`config.mk`:
```
export PLATFORM = sky130hd
export DESIGN_NAME = occ_clock_select
export DESIGN_NICKNAME = d
export VERILOG_FILES = /design/src/occ_pkg.sv /design/src/occ_div_if.sv /design/src/occ_tick_div.sv /design/src/occ_osc_start.sv /design/src/occ_clock_select.sv
export SDC_FILE = /design/constraint.sdc
export NUM_CORES = 1
export LEC_CHECK = 0
export CORE_UTILIZATION = 66
export CTS_BUF_LIST = sky130_fd_sc_hd__clkbuf_4 sky130_fd_sc_hd__clkbuf_8
export DETAILED_ROUTE_END_ITERATION = 10
export DONT_BUFFER_PORTS = 1
export GPL_TIMING_DRIVEN = 0
export PLACE_DENSITY = 0.86
export SYNTH_ARGS = -nofsm -noshare
export SYNTH_HDL_FRONTEND = slang
export SYNTH_SLANG_ARGS = --single-unit
```
`constraint.sdc`:
```
create_clock -name sys_clk_i -period 3.65 [get_ports sys_clk_i]
set_input_delay 0.365 -clock sys_clk_i [delete_from_list [all_inputs] [get_ports sys_clk_i]]
set_output_delay 0.365 -clock sys_clk_i [all_outputs]
set_load 0.02 [all_outputs]
```
`src/occ_pkg.sv`:
```
// Constants, types and register layout for the on-chip oscillator clock select block.
// Assumes a single 100 MHz system clock and word-aligned AXI4-Lite access.
// Notes on behaviour
// - Protect bit 0 set allows writes to the clock control register group.
// - Low-speed oscillator stop bit 4 at zero keeps the low-speed oscillator running.
// - High-speed divider field bits 2..0 picks the ratio; code 000 divides by 2.
// - High-speed enable bit 0 set to one turns the high-speed oscillator on.
// - High-speed select bit 1 set makes it the on-chip oscillator clock.
// - System clock select bit 2 set picks the on-chip oscillator clock.
// - CPU division bits 7..6 pick the CPU division; 00 means no division.
// - CPU select bit 6 at zero lets the two division bits take effect.
// - Timer standby bit 6 at zero puts the timer module in the active state.
package occ_pkg;

	localparam logic [7:0] OFS_CK0   = 8'h00;
	localparam logic [7:0] OFS_CK1   = 8'h04;
	localparam logic [7:0] OFS_HSC0  = 8'h08;
	localparam logic [7:0] OFS_HSDV  = 8'h0C;
	localparam logic [7:0] OFS_OSD   = 8'h10;
	localparam logic [7:0] OFS_WPRT  = 8'h14;
	localparam logic [7:0] OFS_STBY  = 8'h18;
	localparam logic [7:0] OFS_STAT  = 8'h1C;

	localparam int BIT_PROT     = 0;
	localparam int BIT_LSO_STOP = 4;
	localparam int BIT_CPU1_LO  = 6;
	localparam int BIT_CPU1_HI  = 7;
	localparam int BIT_CPU0     = 6;
	localparam int BIT_HS_EN    = 0;
	localparam int BIT_HS_SEL   = 1;
	localparam int BIT_SYS_SEL  = 2;
	localparam int BIT_TMR_SB   = 6;
	localparam int DIV_MSB      = 2;
	localparam int ST_HS_STABLE = 0;
	localparam int ST_LSO_RUN   = 1;
	localparam int ST_SYS_ONCHP = 2;

	localparam logic [7:0] RST_CK0   = 8'h40;
	localparam logic [7:0] RST_CK1   = 8'h00;
	localparam logic [7:0] RST_HSC0  = 8'h00;
	localparam logic [7:0] RST_HSDV  = 8'h00;
	localparam logic [7:0] RST_OSD   = 8'h00;
	localparam logic [7:0] RST_WPRT  = 8'h00;
	localparam logic [7:0] RST_STBY  = 8'h40;

	localparam logic [7:0] MASK_CK0  = 8'h40;
	localparam logic [7:0] MASK_CK1  = 8'hD0;
	localparam logic [7:0] MASK_HSC0 = 8'h03;
	localparam logic [7:0] MASK_HSDV = 8'h07;
	localparam logic [7:0] MASK_OSD  = 8'h04;
	localparam logic [7:0] MASK_WPRT = 8'h01;
	localparam logic [7:0] MASK_STBY = 8'h40;

	localparam logic [1:0] RESP_OKAY   = 2'h0;
	localparam logic [1:0] RESP_SLVERR = 2'h2;

	localparam int CLK_PERIOD_NS = 10;
	localparam int HS_START_NS   = 9000;
	localparam int HS_START_CYC  = (HS_START_NS + CLK_PERIOD_NS - 1) / CLK_PERIOD_NS;

	localparam logic [4:0] LSO_RATIO    = 5'h10;
	localparam logic [4:0] HS_RATIO_OFS = 5'h02;
	localparam logic [4:0] CPU_RATIO_D0 = 5'h08;

	typedef enum logic [1:0]
	{
		OSC_OFF  = 2'b00,
		OSC_WARM = 2'b01,
		OSC_RUN  = 2'b10
	} occ_osc_state_t;

endpackage : occ_pkg

```
`src/occ_div_if.sv`:
```
// Tick divider carrier: a source tick, a ratio and the divided tick.
// Assumes both ends share sys_clk_i.
`timescale 1ns/1ps
interface occ_div_if;
	logic       src;
	logic [4:0] ratio;
	logic       tick;

	modport ctl
	(
		output src,
		output ratio,
		input  tick
	);
	modport div
	(
		input  src,
		input  ratio,
		output tick
	);
endinterface : occ_div_if

```
`src/occ_tick_div.sv`:
```
// Divides a stream of source ticks by a ratio, one output pulse per ratio ticks.
// Assumes the ratio is at least one; a ratio change takes hold at the next count.
`timescale 1ns/1ps
module occ_tick_div
(
	input wire logic sys_clk_i,
	input wire logic rst_i,
	occ_div_if.div   d
);
	logic [4:0] cnt_q;
	logic       tick_q;

	// Comparing with >= lets a lowered ratio end the current period at once.
	always_ff @(posedge sys_clk_i or posedge rst_i)
	begin
		if (rst_i)
		begin
			cnt_q  <= 5'h00;
			tick_q <= 1'b0;
		end
		else
		begin
			tick_q <= 1'b0;
			if (d.src)
			begin
				if (cnt_q >= 5'(d.ratio - 5'h01))
				begin
					cnt_q  <= 5'h00;
					tick_q <= 1'b1;
				end
				else
				begin
					cnt_q <= 5'(cnt_q + 5'h01);
				end
			end
		end
	end

	assign d.tick = tick_q;
endmodule : occ_tick_div

```
`src/occ_osc_start.sv`:
```
// High-speed oscillator start-up model: stable after a fixed warm-up while enabled.
// Assumes en_i comes from a register on the same clock.
`timescale 1ns/1ps
module occ_osc_start
(
	input  wire logic sys_clk_i,
	input  wire logic rst_i,
	input  wire logic en_i,
	output logic      stable_o
);
	occ_pkg::occ_osc_state_t state_q;
	logic [9:0]              cnt_q;
	logic                    stable_q;

	always_ff @(posedge sys_clk_i or posedge rst_i)
	begin
		if (rst_i)
		begin
			state_q  <= occ_pkg::OSC_OFF;
			cnt_q    <= 10'h000;
			stable_q <= 1'b0;
		end
		else if (!en_i)
		begin
			state_q  <= occ_pkg::OSC_OFF;
			cnt_q    <= 10'h000;
			stable_q <= 1'b0;
		end
		else
		begin
			case (state_q)
				occ_pkg::OSC_OFF:
				begin
					state_q <= occ_pkg::OSC_WARM;
					cnt_q   <= 10'h000;
				end
				occ_pkg::OSC_WARM:
				begin
					if (cnt_q == 10'(occ_pkg::HS_START_CYC - 1))
					begin
						state_q  <= occ_pkg::OSC_RUN;
						stable_q <= 1'b1;
					end
					else
					begin
						cnt_q <= 10'(cnt_q + 10'h001);
					end
				end
				occ_pkg::OSC_RUN:
				begin
					stable_q <= 1'b1;
				end
				default:
				begin
					state_q  <= occ_pkg::OSC_OFF;
					stable_q <= 1'b0;
				end
			endcase
		end
	end

	assign stable_o = stable_q;
endmodule : occ_osc_start

```
`src/occ_clock_select.sv`:
```
// Clock source and division control with write-protected registers on AXI4-Lite.
// Assumes one 100 MHz clock; ext_clk_i is an asynchronous pin sampled as a level.
// Oscillators and clocks are modelled as tick pulses on sys_clk_i.
//
// Implementation choices: the AXI4-Lite interface to the registers and the placing of the registers.
`timescale 1ns/1ps
module occ_clock_select
(
	input  wire logic        sys_clk_i,
	input  wire logic        rst_i,
	input  wire logic [31:0] s_axi_awaddr_i,
	input  wire logic        s_axi_awvalid_i,
	output logic             s_axi_awready_o,
	input  wire logic [31:0] s_axi_wdata_i,
	input  wire logic [3:0]  s_axi_wstrb_i,
	input  wire logic        s_axi_wvalid_i,
	output logic             s_axi_wready_o,
	output logic [1:0]       s_axi_bresp_o,
	output logic             s_axi_bvalid_o,
	input  wire logic        s_axi_bready_i,
	input  wire logic [31:0] s_axi_araddr_i,
	input  wire logic        s_axi_arvalid_i,
	output logic             s_axi_arready_o,
	output logic [31:0]      s_axi_rdata_o,
	output logic [1:0]       s_axi_rresp_o,
	output logic             s_axi_rvalid_o,
	input  wire logic        s_axi_rready_i,
	input  wire logic        ext_clk_i,
	output logic             lso_run_o,
	output logic             hso_run_o,
	output logic             hso_stable_o,
	output logic             sysclk_tick_o,
	output logic             cpu_tick_o,
	output logic             timer_active_o
);
	logic        awready_q;
	logic        wready_q;
	logic        aw_hold_q;
	logic        w_hold_q;
	logic [31:0] waddr_q;
	logic [31:0] wdata_q;
	logic [3:0]  wstrb_q;
	logic        bvalid_q;
	logic [1:0]  bresp_q;
	logic        arready_q;
	logic        rvalid_q;
	logic [31:0] rdata_q;
	logic [1:0]  rresp_q;
	logic [7:0]  ck0_q;
	logic [7:0]  ck1_q;
	logic [7:0]  hsc0_q;
	logic [7:0]  hsdv_q;
	logic [7:0]  osd_q;
	logic [7:0]  wprt_q;
	logic [7:0]  stby_q;
	logic        ext_s1_q;
	logic        ext_s2_q;
	logic        ext_s3_q;
	logic        lso_run_q;
	logic        sys_tick_q;
	logic        timer_act_q;
	logic        wr_fire;
	logic        wr_en;
	logic        ext_rise;
	logic        onchip_tick;
	logic        sys_tick;
	logic        hs_stable;
	logic [4:0]  cpu_ratio;

	occ_div_if lso_div ();
	occ_div_if hs_div ();
	occ_div_if cpu_div ();

	function automatic logic reg_hit(input logic [31:0] a, input logic [7:0] ofs);
		reg_hit = (a[31:8] == 24'h00_0000) && (a[7:0] == ofs);
	endfunction : reg_hit

	function automatic logic mapped(input logic [31:0] a);
		mapped = (a[31:5] == 27'h000_0000) && (a[1:0] == 2'h0);
	endfunction : mapped

	function automatic logic is_prot(input logic [31:0] a);
		is_prot = reg_hit(a, occ_pkg::OFS_CK0) || reg_hit(a, occ_pkg::OFS_CK1)
			|| reg_hit(a, occ_pkg::OFS_HSC0) || reg_hit(a, occ_pkg::OFS_HSDV)
			|| reg_hit(a, occ_pkg::OFS_OSD);
	endfunction : is_prot

	assign wr_fire = aw_hold_q && w_hold_q && !bvalid_q;
	assign wr_en   = wr_fire && wstrb_q[0] && mapped(waddr_q);

	// Write channel: address and data are taken in either order, answered once both are in.
	always_ff @(posedge sys_clk_i or posedge rst_i)
	begin
		if (rst_i)
		begin
			awready_q <= 1'b0;
			wready_q  <= 1'b0;
			aw_hold_q <= 1'b0;
			w_hold_q  <= 1'b0;
			waddr_q   <= 32'h0000_0000;
			wdata_q   <= 32'h0000_0000;
			wstrb_q   <= 4'h0;
			bvalid_q  <= 1'b0;
			bresp_q   <= occ_pkg::RESP_OKAY;
		end
		else
		begin
			if (awready_q && s_axi_awvalid_i)
			begin
				waddr_q   <= s_axi_awaddr_i;
				aw_hold_q <= 1'b1;
				awready_q <= 1'b0;
			end
			else if (!aw_hold_q && !bvalid_q)
			begin
				awready_q <= 1'b1;
			end
			if (wready_q && s_axi_wvalid_i)
			begin
				wdata_q  <= s_axi_wdata_i;
				wstrb_q  <= s_axi_wstrb_i;
				w_hold_q <= 1'b1;
				wready_q <= 1'b0;
			end
			else if (!w_hold_q && !bvalid_q)
			begin
				wready_q <= 1'b1;
			end
			if (wr_fire)
			begin
				aw_hold_q <= 1'b0;
				w_hold_q  <= 1'b0;
				bvalid_q  <= 1'b1;
				bresp_q   <= mapped(waddr_q) ? occ_pkg::RESP_OKAY : occ_pkg::RESP_SLVERR;
			end
			else if (bvalid_q && s_axi_bready_i)
			begin
				bvalid_q <= 1'b0;
			end
		end
	end

	// Read channel: data are captured at the edge that takes the address.
	always_ff @(posedge sys_clk_i or posedge rst_i)
	begin
		if (rst_i)
		begin
			arready_q <= 1'b0;
			rvalid_q  <= 1'b0;
			rdata_q   <= 32'h0000_0000;
			rresp_q   <= occ_pkg::RESP_OKAY;
		end
		else if (arready_q && s_axi_arvalid_i)
		begin
			arready_q <= 1'b0;
			rvalid_q  <= 1'b1;
			rresp_q   <= mapped(s_axi_araddr_i) ? occ_pkg::RESP_OKAY : occ_pkg::RESP_SLVERR;
			if (!mapped(s_axi_araddr_i))
				rdata_q <= 32'h0000_0000;
			else if (reg_hit(s_axi_araddr_i, occ_pkg::OFS_CK0))
				rdata_q <= {24'h00_0000, ck0_q};
			else if (reg_hit(s_axi_araddr_i, occ_pkg::OFS_CK1))
				rdata_q <= {24'h00_0000, ck1_q};
			else if (reg_hit(s_axi_araddr_i, occ_pkg::OFS_HSC0))
				rdata_q <= {24'h00_0000, hsc0_q};
			else if (reg_hit(s_axi_araddr_i, occ_pkg::OFS_HSDV))
				rdata_q <= {24'h00_0000, hsdv_q};
			else if (reg_hit(s_axi_araddr_i, occ_pkg::OFS_OSD))
				rdata_q <= {24'h00_0000, osd_q};
			else if (reg_hit(s_axi_araddr_i, occ_pkg::OFS_WPRT))
				rdata_q <= {24'h00_0000, wprt_q};
			else if (reg_hit(s_axi_araddr_i, occ_pkg::OFS_STBY))
				rdata_q <= {24'h00_0000, stby_q};
			else
				rdata_q <= {29'h000_0000, osd_q[occ_pkg::BIT_SYS_SEL], lso_run_q, hs_stable};
		end
		else if (rvalid_q && s_axi_rready_i)
		begin
			rvalid_q  <= 1'b0;
			arready_q <= 1'b1;
		end
		else if (!rvalid_q)
		begin
			arready_q <= 1'b1;
		end
	end

	// Register file. Protected writes with the protect bit clear still answer OKAY.
	always_ff @(posedge sys_clk_i or posedge rst_i)
	begin
		if (rst_i)
		begin
			ck0_q  <= occ_pkg::RST_CK0;
			ck1_q  <= occ_pkg::RST_CK1;
			hsc0_q <= occ_pkg::RST_HSC0;
			hsdv_q <= occ_pkg::RST_HSDV;
			osd_q  <= occ_pkg::RST_OSD;
			wprt_q <= occ_pkg::RST_WPRT;
			stby_q <= occ_pkg::RST_STBY;
		end
		else if (wr_en)
		begin
			if (is_prot(waddr_q) && wprt_q[occ_pkg::BIT_PROT])
			begin
				case (waddr_q[7:0])
					occ_pkg::OFS_CK0:  ck0_q  <= wdata_q[7:0] & occ_pkg::MASK_CK0;
					occ_pkg::OFS_CK1:  ck1_q  <= wdata_q[7:0] & occ_pkg::MASK_CK1;
					occ_pkg::OFS_HSC0: hsc0_q <= wdata_q[7:0] & occ_pkg::MASK_HSC0;
					occ_pkg::OFS_HSDV: hsdv_q <= wdata_q[7:0] & occ_pkg::MASK_HSDV;
					occ_pkg::OFS_OSD:  osd_q  <= wdata_q[7:0] & occ_pkg::MASK_OSD;
					default:           ck0_q  <= ck0_q;
				endcase
			end
			if (reg_hit(waddr_q, occ_pkg::OFS_WPRT))
				wprt_q <= wdata_q[7:0] & occ_pkg::MASK_WPRT;
			if (reg_hit(waddr_q, occ_pkg::OFS_STBY))
				stby_q <= wdata_q[7:0] & occ_pkg::MASK_STBY;
		end
	end

	// The first stage feeds only the second; edges are found between stages two and three.
	always_ff @(posedge sys_clk_i or posedge rst_i)
	begin
		if (rst_i)
		begin
			ext_s1_q <= 1'b0;
			ext_s2_q <= 1'b0;
			ext_s3_q <= 1'b0;
		end
		else
		begin
			ext_s1_q <= ext_clk_i;
			ext_s2_q <= ext_s1_q;
			ext_s3_q <= ext_s2_q;
		end
	end

	assign ext_rise = ext_s2_q && !ext_s3_q;

	// CPU ratio: select bit 6 set forces divide-by-8, otherwise bits 7..6 decide.
	always_comb
	begin
		if (ck0_q[occ_pkg::BIT_CPU0])
			cpu_ratio = occ_pkg::CPU_RATIO_D0;
		else
		begin
			case (ck1_q[occ_pkg::BIT_CPU1_HI:occ_pkg::BIT_CPU1_LO])
				2'h0:    cpu_ratio = 5'h01;
				2'h1:    cpu_ratio = 5'h02;
				2'h2:    cpu_ratio = 5'h04;
				default: cpu_ratio = 5'h10;
			endcase
		end
	end

	assign lso_div.src   = lso_run_q;
	assign lso_div.ratio = occ_pkg::LSO_RATIO;
	assign hs_div.src    = hs_stable;
	assign hs_div.ratio  = 5'({2'h0, hsdv_q[occ_pkg::DIV_MSB:0]} + occ_pkg::HS_RATIO_OFS);
	assign onchip_tick   = hsc0_q[occ_pkg::BIT_HS_SEL] ? hs_div.tick : lso_div.tick;
	assign sys_tick      = osd_q[occ_pkg::BIT_SYS_SEL] ? onchip_tick : ext_rise;
	assign cpu_div.src   = sys_tick;
	assign cpu_div.ratio = cpu_ratio;

	always_ff @(posedge sys_clk_i or posedge rst_i)
	begin
		if (rst_i)
		begin
			lso_run_q   <= 1'b0;
			sys_tick_q  <= 1'b0;
			timer_act_q <= 1'b0;
		end
		else
		begin
			lso_run_q   <= !ck1_q[occ_pkg::BIT_LSO_STOP];
			sys_tick_q  <= sys_tick;
			timer_act_q <= !stby_q[occ_pkg::BIT_TMR_SB];
		end
	end

	occ_tick_div u_lso_div
	(
		.sys_clk_i (sys_clk_i),
		.rst_i     (rst_i),
		.d         (lso_div)
	);

	occ_tick_div u_hs_div
	(
		.sys_clk_i (sys_clk_i),
		.rst_i     (rst_i),
		.d         (hs_div)
	);

	occ_tick_div u_cpu_div
	(
		.sys_clk_i (sys_clk_i),
		.rst_i     (rst_i),
		.d         (cpu_div)
	);

	occ_osc_start u_hs_osc
	(
		.sys_clk_i (sys_clk_i),
		.rst_i     (rst_i),
		.en_i      (hsc0_q[occ_pkg::BIT_HS_EN]),
		.stable_o  (hs_stable)
	);

	assign s_axi_awready_o = awready_q;
	assign s_axi_wready_o  = wready_q;
	assign s_axi_bresp_o   = bresp_q;
	assign s_axi_bvalid_o  = bvalid_q;
	assign s_axi_arready_o = arready_q;
	assign s_axi_rdata_o   = rdata_q;
	assign s_axi_rresp_o   = rresp_q;
	assign s_axi_rvalid_o  = rvalid_q;
	assign lso_run_o       = lso_run_q;
	assign hso_run_o       = hsc0_q[occ_pkg::BIT_HS_EN];
	assign hso_stable_o    = hs_stable;
	assign sysclk_tick_o   = sys_tick_q;
	assign cpu_tick_o      = cpu_div.tick;
	assign timer_active_o  = timer_act_q;
endmodule : occ_clock_select

```
* Word level (Yosys, flattened, before mapping)
Index checks and enable logic that the tools add are counted.
** Word-level totals
- Bits in registers :: 133
- Bits of input ports :: 108
- Output and inout bits :: 47
** Cells by class
- Order comparisons :: 3
- Add/subtract/negate cells :: 7
- Equality and inequality tests :: 23
- Mux-type cells :: 47
- Reduce and logical (&&, ||, !) cells :: 65
** Operator list (number)
- $logic_not 27->1 :: 2
- $eq 8x5->1 const B :: 6
- $logic_not 24->1 :: 2
- $mux 7 :: 5
- $eq 8x4->1 const B :: 4
- $logic_and 1x1->1 :: 29
- $mux 1 :: 25
- $mux 8 :: 3
- $mux 10 :: 2
- $mux 5 :: 4
- $pmux 10 s2 :: 1
- $eq 8x3->1 const B :: 2
- $logic_not 8->1 :: 2
- $add 5x1->5 const B :: 3
- $pmux 5 s3 :: 1
- $reduce_and 3->1 :: 5
- $reduce_bool 2->1 :: 6
- $add 10x1->10 const B :: 1
- $eq 10x10->1 const B :: 1
- $ge 5x5->1 :: 2
- $reduce_and 2->1 :: 5
- $logic_not 2->1 :: 4
- $mux 2 :: 4
- $logic_not 1->1 :: 6
- other kinds (13) :: 20

* Longest topological paths before layout
Gate-level depths: netlist of the first run.
- Word-level depth :: 10
- Mapped depth :: 10
- Depth with buffers taken out :: 10

* By module
A second synthesis of the first run with hierarchy kept.
** Unflattened totals
- Cells, all modules :: 488
- Area total of the unflattened synthesis :: 5411.4 sq um
** By module, submodules not included
- occ_clock_select :: area an instance 3334.4 sq um, sequential area each 1804.2 sq um, times used 1, cells an instance 277
- occ_tick_div :: area an instance 427.9 sq um, sequential area each 150.1 sq um, times used 3, cells an instance 44
- occ_osc_start :: area an instance 793.3 sq um, sequential area each 325.3 sq um, times used 1, cells an instance 79

* Worst setup path before layout of the first run
No wires, ideal clock.
- Path type :: register to register
- From :: register ck1_q[6]
- To :: register u_cpu_div.cnt_q[0]
- Path buffers :: 0
- Clock period less this slack :: 2.440 ns
- Data required time :: 3.525 ns
- Setup time :: 0.125 ns
- Setup slack :: 1.210 ns
- Arrival :: 2.315 ns
- Stages on the path, launching flop included :: 10
- Path through :: dfrtp_1 > or3_1 > ha_1 > xor2_1 > ha_1 > a21o_1 > a31oi_1 > o21ai_0 > nor2_1 > mux2_2
** Between the ends
- Longest elaborated chain between the ends :: 6
- Elaborated cells on any way between the ends :: 8
- Those cells by class :: add/sub (1); order compare (1); eq/ne (2); mux (3); reduce/logical (1)
** RTL lines
- start: declaration :: RTL line occ_clock_select.sv:50 : logic [7:0] ck1_q;
- start signal: assignment :: RTL line occ_clock_select.sv:194 : ck1_q <= occ_pkg::RST_CK1;
- start signal: assignment :: RTL line occ_clock_select.sv:207 : occ_pkg::OFS_CK1: ck1_q <= wdata_q[7:0] & occ_pkg::MASK_CK1;
- $eq 2x2->1, or another cell as far along :: RTL line occ_clock_select.sv:247 : case (ck1_q[occ_pkg::BIT_CPU1_HI:occ_pkg::BIT_CPU1_LO])
- $pmux 5 s3 (*) :: RTL line occ_clock_select.sv:247
- $mux 5 (*) :: RTL line occ_clock_select.sv:243 : if (ck0_q[occ_pkg::BIT_CPU0])
- $sub 5x1->5 (*) :: RTL line occ_tick_div.sv:26 : if (cnt_q >= 5'(d.ratio - 5'h01))
- $ge 5x5->1 (*) :: RTL line occ_tick_div.sv:26
- $mux 5 (*) :: RTL line occ_tick_div.sv:26
- end signal: assignment :: RTL line occ_tick_div.sv:33 : cnt_q <= 5'(cnt_q + 5'h01);
- end: declaration :: RTL line occ_tick_div.sv:10 : logic [4:0] cnt_q;
Mark *: on every way between the ends. The rest lies on a longest branch, timed or not.
A chain may end at the register's enable or synchronous reset.

* Worst setup path after layout of the first run
Same ends and word-level chain as after synthesis.

==> qor.yml, run 1 <==
p_per_area_nw_per_um2: 507
critPathLaunchType: "register"
hp-class: "in2reg"
initial_core_util: 0.691
report.final.slew_viol_count: 0
syn_inst: 452
syn_area_um2: 5070
worstPathMaxFanout: 7
ant_nets: 0
instances_no_fill: 597
dr_wl_met3_um: 681
grt_max_degree: 63
design_power_total_mw: 2.81
drc: 0
min_from: "s_axi_bready_i"
fin_skew_ns: 0.0126
setup_viol: 0
synth_cell_types: 51
tritoncts: "built"
wl_met1_mm: 3.90
drive_gt1_frac: 0.219
drtIter0Drc: 183
crit_path_end_kind: "register"
place.gp.congestion: 0.805
grt_overflow: 0
criticalPathCategory: "reg2reg"
cts_buffers: 9
wl_met2_mm: 5.05
die_area_um2: 8030
rsz0062_at_grt: "false"
row_count: 31
fp.coreArea_um2: 7330
max_slew_margin: 0.610
place_inst: 579
setup_ws_ns: 0.907
dr_total_vias: 3467
period_share: 0.752
antenna_found_initial: 0
wl_per_cell_um: 16.3
outcome: "completed"
dr.pass1.iters: 4
crit_arrival_ns: 3.01
die_h_um: 89.6
nNetsFinal: 621
ys_seq_area_frac: 0.509
ys_seq_elements: 103
clk_pin_slew_ns: 0.10
grt_pass1_vias: 3354
grt_pass1_wl_mm: 15.4
r2r_cells: 9
startpoint: "ck1_q[6]$_DFFE_PP0P_"
synth-edff-count: 0
top_layer_used: "met4"
clock.fmax_mhz: 365
r2r_start: "ck1_q[6]$_DFFE_PP0P_"
worst_ep_required_time_ns: 3.91
cts.sinks: 103
async_flop_share: 1.00
place_hpwl_mm: 7.47
pre_cts_ws_ns: 0.935
port-buffer-count: 0
hold_violations: 0
yosys.cell_count.top_type: "dfrtp_1"
cts_root_buf: "clkbuf_8"
max-vdd-ir-drop_mv: 0.416
clk_latency_ns: 0.38
area_growth_pct: 9.33
yosysTopAreaCellShare: 0.499
die_w_um: 89.6
hold-path-cell-count: 1
viasPerCell: 5.81
max_slew.worst_pin.slew_ns: 0.570
yosys_most_used_dff: "dfrtp_1"
antenna_cells: 0
grt.total_usage: 0.259
avgSynthCellArea_um2: 11.2
synth_area_leaders: "dfrtp_1, mux2_2, ha_1, buf_4, nand2_1"
post-route-util: 0.756
synth_top_cells_by_count: "dfrtp_1, mux2_2, nand2_1"
synth_top_cell_by_area: "dfrtp_1"
layout_min_cycle_time_ns: 2.74
htree_levels: 3
max_cap_violations: 0
clk_path_buf_depth: 2
p_leak_nw: 2.52
wirelength_mm: 9.74
io_pins: 155
yosysWarningCount: 0
per-layer routing:
layer  global-route usage  vias up
met5                    0        -
met4               0.0707        0
met3               0.0777       13
met2                0.463      131
met1                0.304     1689
li1                     -     1634
state kept, by name, summed over array words and instances (netlist names), 2 cells and up:
name,count
waddr_q,32
u_hs_div.cnt_q,5
u_hs_osc.cnt_q,10
hsc0_q,2
s_axi_rdata_o,6
ck1_q,3
u_hs_osc.state_q,2
u_cpu_div.cnt_q,5
wdata_q,6
hsdv_q,3
u_lso_div.cnt_q,5
path summary, 6_finish.rpt:
kind / end / slack (ns)
setup / recovery: u_cpu_div.cnt_q[0]$_DFFE_PP0P_ / 0.91
hold / removal: s_axi_bvalid_o$_DFFE_PP0P_ / 0.08
setup reg to reg: u_cpu_div.cnt_q[0]$_DFFE_PP0P_ / 0.91
hold reg to reg: ext_s2_q$_DFF_PP0_ / 0.36
max in group asynchronous: ck0_q[6]$_DFFE_PP1P_ / 2.44
min in group asynchronous: waddr_q[25]$_DFFE_PP0P_ / 0.51
stage by stage:
| stage | TNS [ns] | hold slack [ns] | instance area [um^2] |
|---|---|---|---|
| 6_report | 0 | 0.0765 | 5540 |
| 5_1_grt | 0 | 0.0565 | 5540 |
| 4_1_cts | 0 | 0.00679 | 5530 |
| 3_5_place_dp | 0 | 0.312 | 5320 |
| 3_3_place_gp | -31.77 | 0.334 | 5290 |
| 2_1_floorplan | 0 | 0.331 | 5170 |
where the power goes:
group / internal (mW) / switching (mW)
Clock: 0.269 / 0.429
Combinational: 0.286 / 0.228
Sequential: 1.39 / 0.205
Total: 1.95 / 0.862
critical path, cell delays in order, from the launching register on:
cell,delay (ns)
dfrtp_1,0.45
or3_1,0.42
ha_1,0.23
xor2_1,0.17
ha_1,0.29
a21o_1,0.11
a31oi_1,0.04
o21ai_0,0.44
nor2_1,0.18
mux2_2,0.30
cell families after synthesis:
| family | Yosys count | share of synthesized area |
|---|---|---|
| other | 1 | 0.000740 |
| AND/OR/NAND/NOR | 138 | 0.145 |
| XOR/XNOR | 7 | 0.0121 |
| adder cells (fa/ha/maj) | 20 | 0.0494 |
| AO/OA/AOI/OAI | 64 | 0.0876 |
| flip-flops | 103 | 0.509 |
| buffers and inverters | 59 | 0.0644 |
| multiplexers | 60 | 0.132 |
repair_timing:
action	4_1_cts	5_1_grt
buffers inserted	0	0
resized for setup	0	0
hold buffers	1	1
hold endpoints to repair	41	1
cells in the final DEF (no fill, tap or decap), types with 3 or more instances in the layout:
| cell | Yosys | routed |
|---|---|---|
| nor2_1 | 25 | 25 |
| o21a_1 | 4 | 4 |
| nand4_1 | 8 | 8 |
| a22o_1 | 6 | 6 |
| a21oi_1 | 11 | 11 |
| dfrtp_1 | 101 | 101 |
| nor2b_1 | 10 | 10 |
| o2bb2ai_1 | 3 | 3 |
| nand3_1 | 15 | 15 |
| nand2b_1 | 9 | 9 |
| conb_1 | 1 | 28 |
| buf_1 | 3 | 3 |
| a32o_1 | 4 | 4 |
| nand2_1 | 32 | 32 |
| inv_1 | 19 | 18 |
| nor4_1 | 11 | 11 |
| o31ai_1 | 3 | 3 |
| a211oi_1 | 3 | 3 |
| o21ai_0 | 16 | 16 |
| buf_4 | 28 | 28 |
| and3_1 | 6 | 6 |
| xnor2_1 | 6 | 6 |
| clkbuf_8 | 0 | 9 |
| nor3_1 | 4 | 4 |
| clkinv_4 | 0 | 3 |
| and2_1 | 4 | 4 |
| clkbuf_1 | 9 | 9 |
| mux2i_1 | 5 | 5 |
| mux2_2 | 55 | 55 |
| ha_1 | 20 | 20 |
cell type report:
class | count | area [um^2]
flip-flops and latches | 103 | 2580
clock buffers | 9 | 124
multi-input cells | 317 | 2260
inverters | 19 | 73.8
repair buffers | 3 | 47.5
clock inverters | 7 | 73.8
plain buffers | 40 | 255
fillers | 501 | 1790
well taps | 99 | 124
No activity file was read; power rests on OpenSTA's default activity.
==> inputs of run 2 (changes only) <==
==> constraint.sdc (replaced) <==
create_clock -name sys_clk_i -period 2.85 [get_ports sys_clk_i]
set_input_delay 0.285 -clock sys_clk_i [delete_from_list [all_inputs] [get_ports sys_clk_i]]
set_output_delay 0.285 -clock sys_clk_i [all_outputs]
set_load 0.02 [all_outputs]
==> run 2 against run 1 <==
Effect of this change:
- routed wire length down 0.79%
- clock power up 25%
- register-to-register slack worse by 0.67 ns
- sequential share of layout area down 0.12 points
- flip-flop and latch count unchanged
- worst hold slack worse by 0.027 ns
- critical path depth unchanged
==> qor.yml, run 2 (synthesized netlist as in run 1, its figures left out) <==
outcome: "completed"
report.final.slew_viol_count: 0  # unchanged
fin_skew_ns: 0.0110  # -0.00159 ns
crit_path_end_kind: "register"
die_area_um2: 8030  # unchanged
setup_viol: 0  # unchanged
clock.fmax_mhz: 383  # +5.0%
worst_ep_required_time_ns: 3.12  # -0.79 ns
p_switching_mw: 1.09  # +27%
cts_buffers: 9  # unchanged
fillers: 480  # -4.2%
grt_pass1_vias: 3259  # -2.8%
antenna_found_initial: 0  # unchanged
cts_root_buf: "clkbuf_8"
clk_pin_slew_ns: 0.11  # about the same
fin_tns_setup_ns: 0  # unchanged
swShare: 0.305  # -0.00157
grt_overflow: 0  # unchanged
max-vdd-ir-drop_mv: 0.548  # +32%
initial_core_util: 0.691  # unchanged
crit_path_max_incr_delay_ns: 0.46  # about the same
tritoncts: "built"
criticalPathCategory: "reg2reg"
dr_total_vias: 3444  # -0.66%
design_power_total_mw: 3.59  # +28%
row_count: 31  # unchanged
max_slew_margin: 0.593  # -0.0172
p_int_mw: 2.49  # +28%
max_cap_violations: 0  # unchanged
hold-path-cell-count: 1  # unchanged
regMostFlops: "waddr_q"
worstReg2RegEnd: "u_cpu_div.cnt_q[0]$_DFFE_PP0P_"
antenna_cells: 0  # unchanged
hold_path_end: "waddr_q[14]$_DFFE_PP0P_"
seq_power_share: 0.572  # +0.003
largest_reg_flops: 32  # unchanged
period_share: 0.917  # +0.166
seq_area_um2: 2580  # unchanged
hold-worst-slack_ns: 0.0490  # -0.0275 ns
critPathLaunchType: "register"
rrSetupSlack_ns: 0.24  # -0.67 ns
crit_path_cell_trace: "or3_1 -> ha_1 -> xor2_1 -> ha_1 -> a21o_1 -> a31oi_1 -> o21ai_1 -> nor2_1 -> mux2_2"
cts_setup_buffers: 0  # unchanged
crit_arrival_ns: 2.88  # -0.13 ns
p_per_area_nw_per_um2: 646  # +27%
worstPathMaxFanout: 7  # unchanged
drtIter0Drc: 169  # -7.7%
pre_cts_ws_ns: 0.0837  # -0.851 ns
grt_pass1_wl_mm: 15.4  # +0.23%
area_growth_pct: 9.60
drc: 0  # unchanged
wl_per_cell_um: 16.1  # -1.1%
r2r_cells: 9  # unchanged
fp.coreArea_um2: 7330  # unchanged
rsz0062_at_grt: "false"
multi_input_area_um2: 2260  # unchanged
hold_violations: 0  # unchanged
final_common_cell: "dfrtp_1"
grt.total_usage: 0.262  # +0.00336
reg_top3: "waddr_q x32, u_hs_osc.cnt_q x10"
place.gp.congestion: 0.805  # about the same
mostFrequentLayoutCells: "dfrtp_1, mux2_2, nand2_1, buf_4, conb_1"
layout_min_cycle_time_ns: 2.61  # -0.129 ns
die_w_um: 89.6  # unchanged
port-buffer-count: 0  # unchanged
setup_ws_ns: 0.236  # -0.671 ns
critPathSlowestCell: "dfrtp_1"
comb_power_share: 0.185  # +0.002
place_hpwl_mm: 7.57  # +1.2%
htree_levels: 3  # unchanged
clkPwrFrac: 0.243  # -0.005
io_pins: 155  # unchanged
max_slew.worst_pin.slew_ns: 0.609  # +0.0392 ns
hp-class: "in2reg"
clk_path_buf_depth: 2  # unchanged
clk_latency_ns: 0.37  # about the same
die_h_um: 89.6  # unchanged
cts.sinks: 103  # unchanged
p_leak_nw: 2.52  # about the same
wirelength_mm: 9.66  # -0.79%
ant_nets: 0  # unchanged
drive_gt1_frac: 0.220  # +0.00112
viasPerCell: 5.75  # -1.0%
r2r_start: "ck1_q[6]$_DFFE_PP0P_"
grt_max_degree: 43  # -32%
min_from: "s_axi_awaddr_i[14]"
nNetsFinal: 623  # +0.32%
worst_path_most_repeated_cell: "ha_1"
dr.pass1.iters: 4  # unchanged
run 2: cell count changes in the layout (fill, tap and decap cells not counted):
cell / delta
buf_12: +2
buf_16: -1
clkinv_2: +1
clkinv_4: -2
clkinv_8: -1
clkinvlp_4: +2
dlygate4sd3_1: +1
inv_4: -1
inv_8: +1
o21ai_0: -1
o21ai_1: +1
run 2: repair_timing:
| action | CTS | global route |
|---|---|---|
| hold endpoints to repair | 27 | 0 |
| hold buffers | 3 | 0 |
| resized for setup | 0 | 1 |
| setup endpoints to repair | 0 | 4 |
run 2: final cells by class:
type,instances,share of cell area
Timing Repair Buffer,5,0.0126
Clock buffer,9,0.0223
Inverter,19,0.0135
Clock inverter,7,0.0115
Sequential cell,103,0.464
Buffer,40,0.0459
Multi-Input combinational cell,317,0.407
Tap cell,99,0.0223
run 2: layer usage:
metal | routed length [um] | GRT usage
met1 | 3940 | 0.335
met2 | 4900 | 0.439
met3 | 636 | 0.0640
met4 | 176 | 0.0938
met5 | 0 | 0
run 2: power by group through the flow:
stage	combinational (mW)	sequential (mW)	clock, mW
4_1_cts	0.674	2.05	0.893
6_report	0.662	2.05	0.872
5_1_grt	0.732	2.09	0.962
2_1_floorplan	0.565	1.99	0
3_5_place_dp	0.665	2.08	0
3_3_place_gp	0.619	2.05	0
run 2: how the worst max path moves through the flow:
| stage | depth (start not counted) | slack [ns] | start | end |
|---|---|---|---|---|
| after detailed placement | 9 | 0.08 | ck1_q[6]$_DFFE_PP0P_ | u_cpu_div.cnt_q[0]$_DFFE_PP0P_ |
| final | 9 | 0.24 | ck1_q[6]$_DFFE_PP0P_ | u_cpu_div.cnt_q[0]$_DFFE_PP0P_ |
| after CTS | 9 | 0.05 | ck1_q[6]$_DFFE_PP0P_ | u_cpu_div.cnt_q[0]$_DFFE_PP0P_ |
| after global placement | 9 | 0.13 | ck1_q[6]$_DFFE_PP0P_ | u_cpu_div.cnt_q[0]$_DFFE_PP0P_ |
| after floorplan | 9 | 0.41 | ck1_q[6]$_DFFE_PP0P_ | u_cpu_div.cnt_q[0]$_DFFE_PP0P_ |
| after global routing | 9 | 0.09 | ck1_q[6]$_DFFE_PP0P_ | u_cpu_div.cnt_q[0]$_DFFE_PP0P_ |
run 2: through the flow:
stage          utilization  instance area [um^2]  instances
2_1_floorplan            -                  5170        479
3_3_place_gp         0.723                  5300        578
3_5_place_dp         0.728                  5340        580
4_1_cts              0.758                  5560        599
5_1_grt              0.758                  5560        599
6_report             0.758                  5560        599
run 2: worst max-delay path, delay by kind of cell, from the launching register on:
kind	cells	cell delay, ns
adders and majority gates	2	0.52
AOI/OAI and AO/OA	3	0.49
DFF	1	0.46
xor gates and xnor gates	1	0.17
muxes	1	0.29
and+or+nand+nor	2	0.59
==> inputs of run 3 (changes only) <==
--- a/config.mk
+++ b/config.mk
@@ -13,4 +13,5 @@
 export PLACE_DENSITY = 0.86
 export SYNTH_ARGS = -nofsm -noshare
 export SYNTH_HDL_FRONTEND = slang
+export SYNTH_HIERARCHICAL = 1
 export SYNTH_SLANG_ARGS = --single-unit
==> run 3 against run 2 <==
Effect of this change:
- synthesized area increased by 6.8%
- setup slack gained 0.093 ns
- first-iteration DRC count is 20% lower
- clock power is 1% higher
- global-route usage down 0.58 points
- core utilization fell by 0.67 points
- cell count rose by 7.7%
- highest routed layer unchanged
==> qor.yml, run 3 <==
fin_skew_ns: 0.0122  # +0.00123 ns
rsz0062_at_grt: "false"
max-vdd-ir-drop_mv: 0.545  # -0.52%
cts_buffers: 9  # unchanged
ys_seq_elements: 103  # unchanged
crit_path_end_kind: "register"
clk_path_buf_depth: 2  # unchanged
antenna_found_initial: 0  # unchanged
grt_pass1_vias: 3773  # +16%
r2r_start: "ck1_q[7]$_DFFE_PP0P_"
p_per_area_nw_per_um2: 660  # +2.2%
clk_pin_slew_ns: 0.11  # about the same
drc: 0  # unchanged
dr.pass1.iters: 4  # unchanged
p_leak_nw: 2.63  # +4.2%
crit_path_max_incr_delay_ns: 0.45  # about the same
synth_area_leaders: "dfrtp_1, mux2_2, ha_1, buf_4, nand2_1"
worst_path_most_repeated_cell: "ha_1"
crit_path_cell_trace: "nor3_1 -> inv_1 -> ha_1 -> xnor2_1 -> ha_1 -> a211o_1 -> a31oi_1 -> o21bai_2 -> and2_1"
synth_top_cells_by_count: "dfrtp_1, mux2_2, nand2_1"
ant_nets: 0  # unchanged
yosysTopAreaCellShare: 0.467  # -0.0316
cts_root_buf: "clkbuf_8"
report.final.slew_viol_count: 0  # unchanged
grt_overflow: 0  # unchanged
htree_levels: 3  # unchanged
row_count: 32  # +3.2%
wirelength_mm: 10.2  # +5.5%
grt_max_degree: 73  # +70%
critPathLaunchType: "register"
place.gp.congestion: 0.848  # +5.4%
startpoint: "ck1_q[7]$_DFFE_PP0P_"
viasPerCell: 5.78  # +0.53%
fillers: 538  # +12%
fin_tns_setup_ns: 0  # unchanged
place_area_um2: 5680  # +6.4%
async_flop_share: 1.00  # unchanged
synth-edff-count: 0  # unchanged
criticalPathCategory: "reg2reg"
grt.total_usage: 0.257  # -0.00578
max_cap_violations: 0  # unchanged
grt_pass1_wl_mm: 17.2  # +11%
cts_setup_buffers: 0  # unchanged
place_hpwl_mm: 7.82  # +3.3%
largest_reg_flops: 32  # unchanged
max_slew.worst_pin.slew_ns: 0.840  # +0.231 ns
hold_violations: 0  # unchanged
critPathBufInv: 1  # +1
avgSynthCellArea_um2: 11.1  # -1.1%
port-buffer-count: 0  # unchanged
worst_ep_required_time_ns: 3.12  # about the same
crit_arrival_ns: 2.79  # -0.09 ns
outcome: "completed"
synth_top_cell_by_area: "dfrtp_1"
period_share: 0.885  # -0.0327
layout_min_cycle_time_ns: 2.52  # -0.0931 ns
yosys.cell_count.top_type: "dfrtp_1"
yosysWarningCount: 6  # +6
setup_viol: 0  # unchanged
dr_total_vias: 3728  # +8.2%
die_h_um: 92.6  # +3.3%
final_common_cell: "dfrtp_1"
ys_seq_area_frac: 0.477  # -0.0322
yosys_most_used_dff: "dfrtp_1"
area_growth_pct: 8.92
final_cell_area_um2: 5890  # +6.1%
worstPathMaxFanout: 6  # -1
min_from: "s_axi_awaddr_i[21]"
cts.sinks: 103  # unchanged
die_area_um2: 8570  # +6.6%
syn_inst: 488  # +8.0%
drtIter0Drc: 135  # -20%
hold-worst-slack_ns: 0.0530  # +0.00398 ns
nNetsFinal: 673  # +8.0%
io_pins: 155  # unchanged
max_slew_margin: 0.440  # -0.153
regMostFlops: "waddr_q"
mostFrequentLayoutCells: "dfrtp_1, mux2_2, nand2_1, conb_1, buf_4"
initial_core_util: 0.690  # -0.00184
drive_gt1_frac: 0.208  # -0.0119
wl_per_cell_um: 15.8  # -2.0%
fp.coreArea_um2: 7850  # +7.0%
syn_area_um2: 5410  # +6.8%
clock.fmax_mhz: 397  # +3.7%
antenna_cells: 0  # unchanged
clk_latency_ns: 0.37  # about the same
critPathSlowestCell: "dfrtp_1"
crit_family: "compound AO/OA/AOI/OAI gates"
die_w_um: 92.6  # +3.3%
synth_cell_types: 57  # +12%
tritoncts: "built"
hp-class: "in2reg"
reg_top3: "waddr_q x32, u_hs_osc/cnt_q x10"
run 3: layer usage:
layer | vias to the layer above | global-route usage | part of all wire
met5 | - | 0 | 0
met4 | 0 | 0.0833 | 0.017
met3 | 18 | 0.0649 | 0.050
met2 | 107 | 0.449 | 0.52
met1 | 1828 | 0.309 | 0.42
li1 | 1775 | - | -
run 3: worst paths after layout:
path                                                  end  slack (ns)  cells past startpoint
hold reg to reg                        ext_s2_q$_DFF_PP0_        0.37                      0
setup reg to reg               u_cpu_div/d.tick$_DFF_PP0_        0.33                      9
max in group asynchronous           hsc0_q[1]$_DFFE_PP0P_        1.61                      2
setup / recovery               u_cpu_div/d.tick$_DFF_PP0_        0.33                      9
hold / removal                    waddr_q[21]$_DFFE_PP0P_        0.05                      1
min in group asynchronous  u_cpu_div/cnt_q[4]$_DFFE_PP0P_        0.43                      2
run 3: kinds of logic after synthesis:
family | synth area share
xor+xnor | 0.0340
fa+ha+maj | 0.0624
compound gates | 0.0865
mux | 0.121
other cells | 0.00139
flops | 0.477
buf+inv | 0.0652
simple gates | 0.153
run 3: cell type report:
class	count	area, um^2	share of cell area
Inverter	27	104	0.0176
Timing Repair Buffer	2	20.0	0.00340
Sequential cell	103	2580	0.438
Clock buffer	9	124	0.0210
Tap cell	102	128	0.0217
Clock inverter	7	70.1	0.0119
Multi-Input combinational cell	357	2620	0.444
Buffer	38	251	0.0427
run 3: through the flow:
stage	cells	util	total power, mW	setup slack, ns
finish	645	0.751	3.89	0.329
floorplan	525	-	2.81	0.707
detailed placement	627	0.724	3.03	0.408
global placement	627	0.724	2.94	0.131
global route	645	0.751	4.10	0.192
CTS	645	0.751	3.91	0.338
run 3: power breakdown:
part           switching (mW)  internal (mW)
Clock                   0.541          0.344
Combinational           0.411          0.461
Sequential              0.306           1.83
Total                    1.26           2.63
run 3: repair_timing:
action                    in CTS  in global routing
hold buffers                   2                  0
resized for setup              0                  0
hold endpoints to repair     102                  0
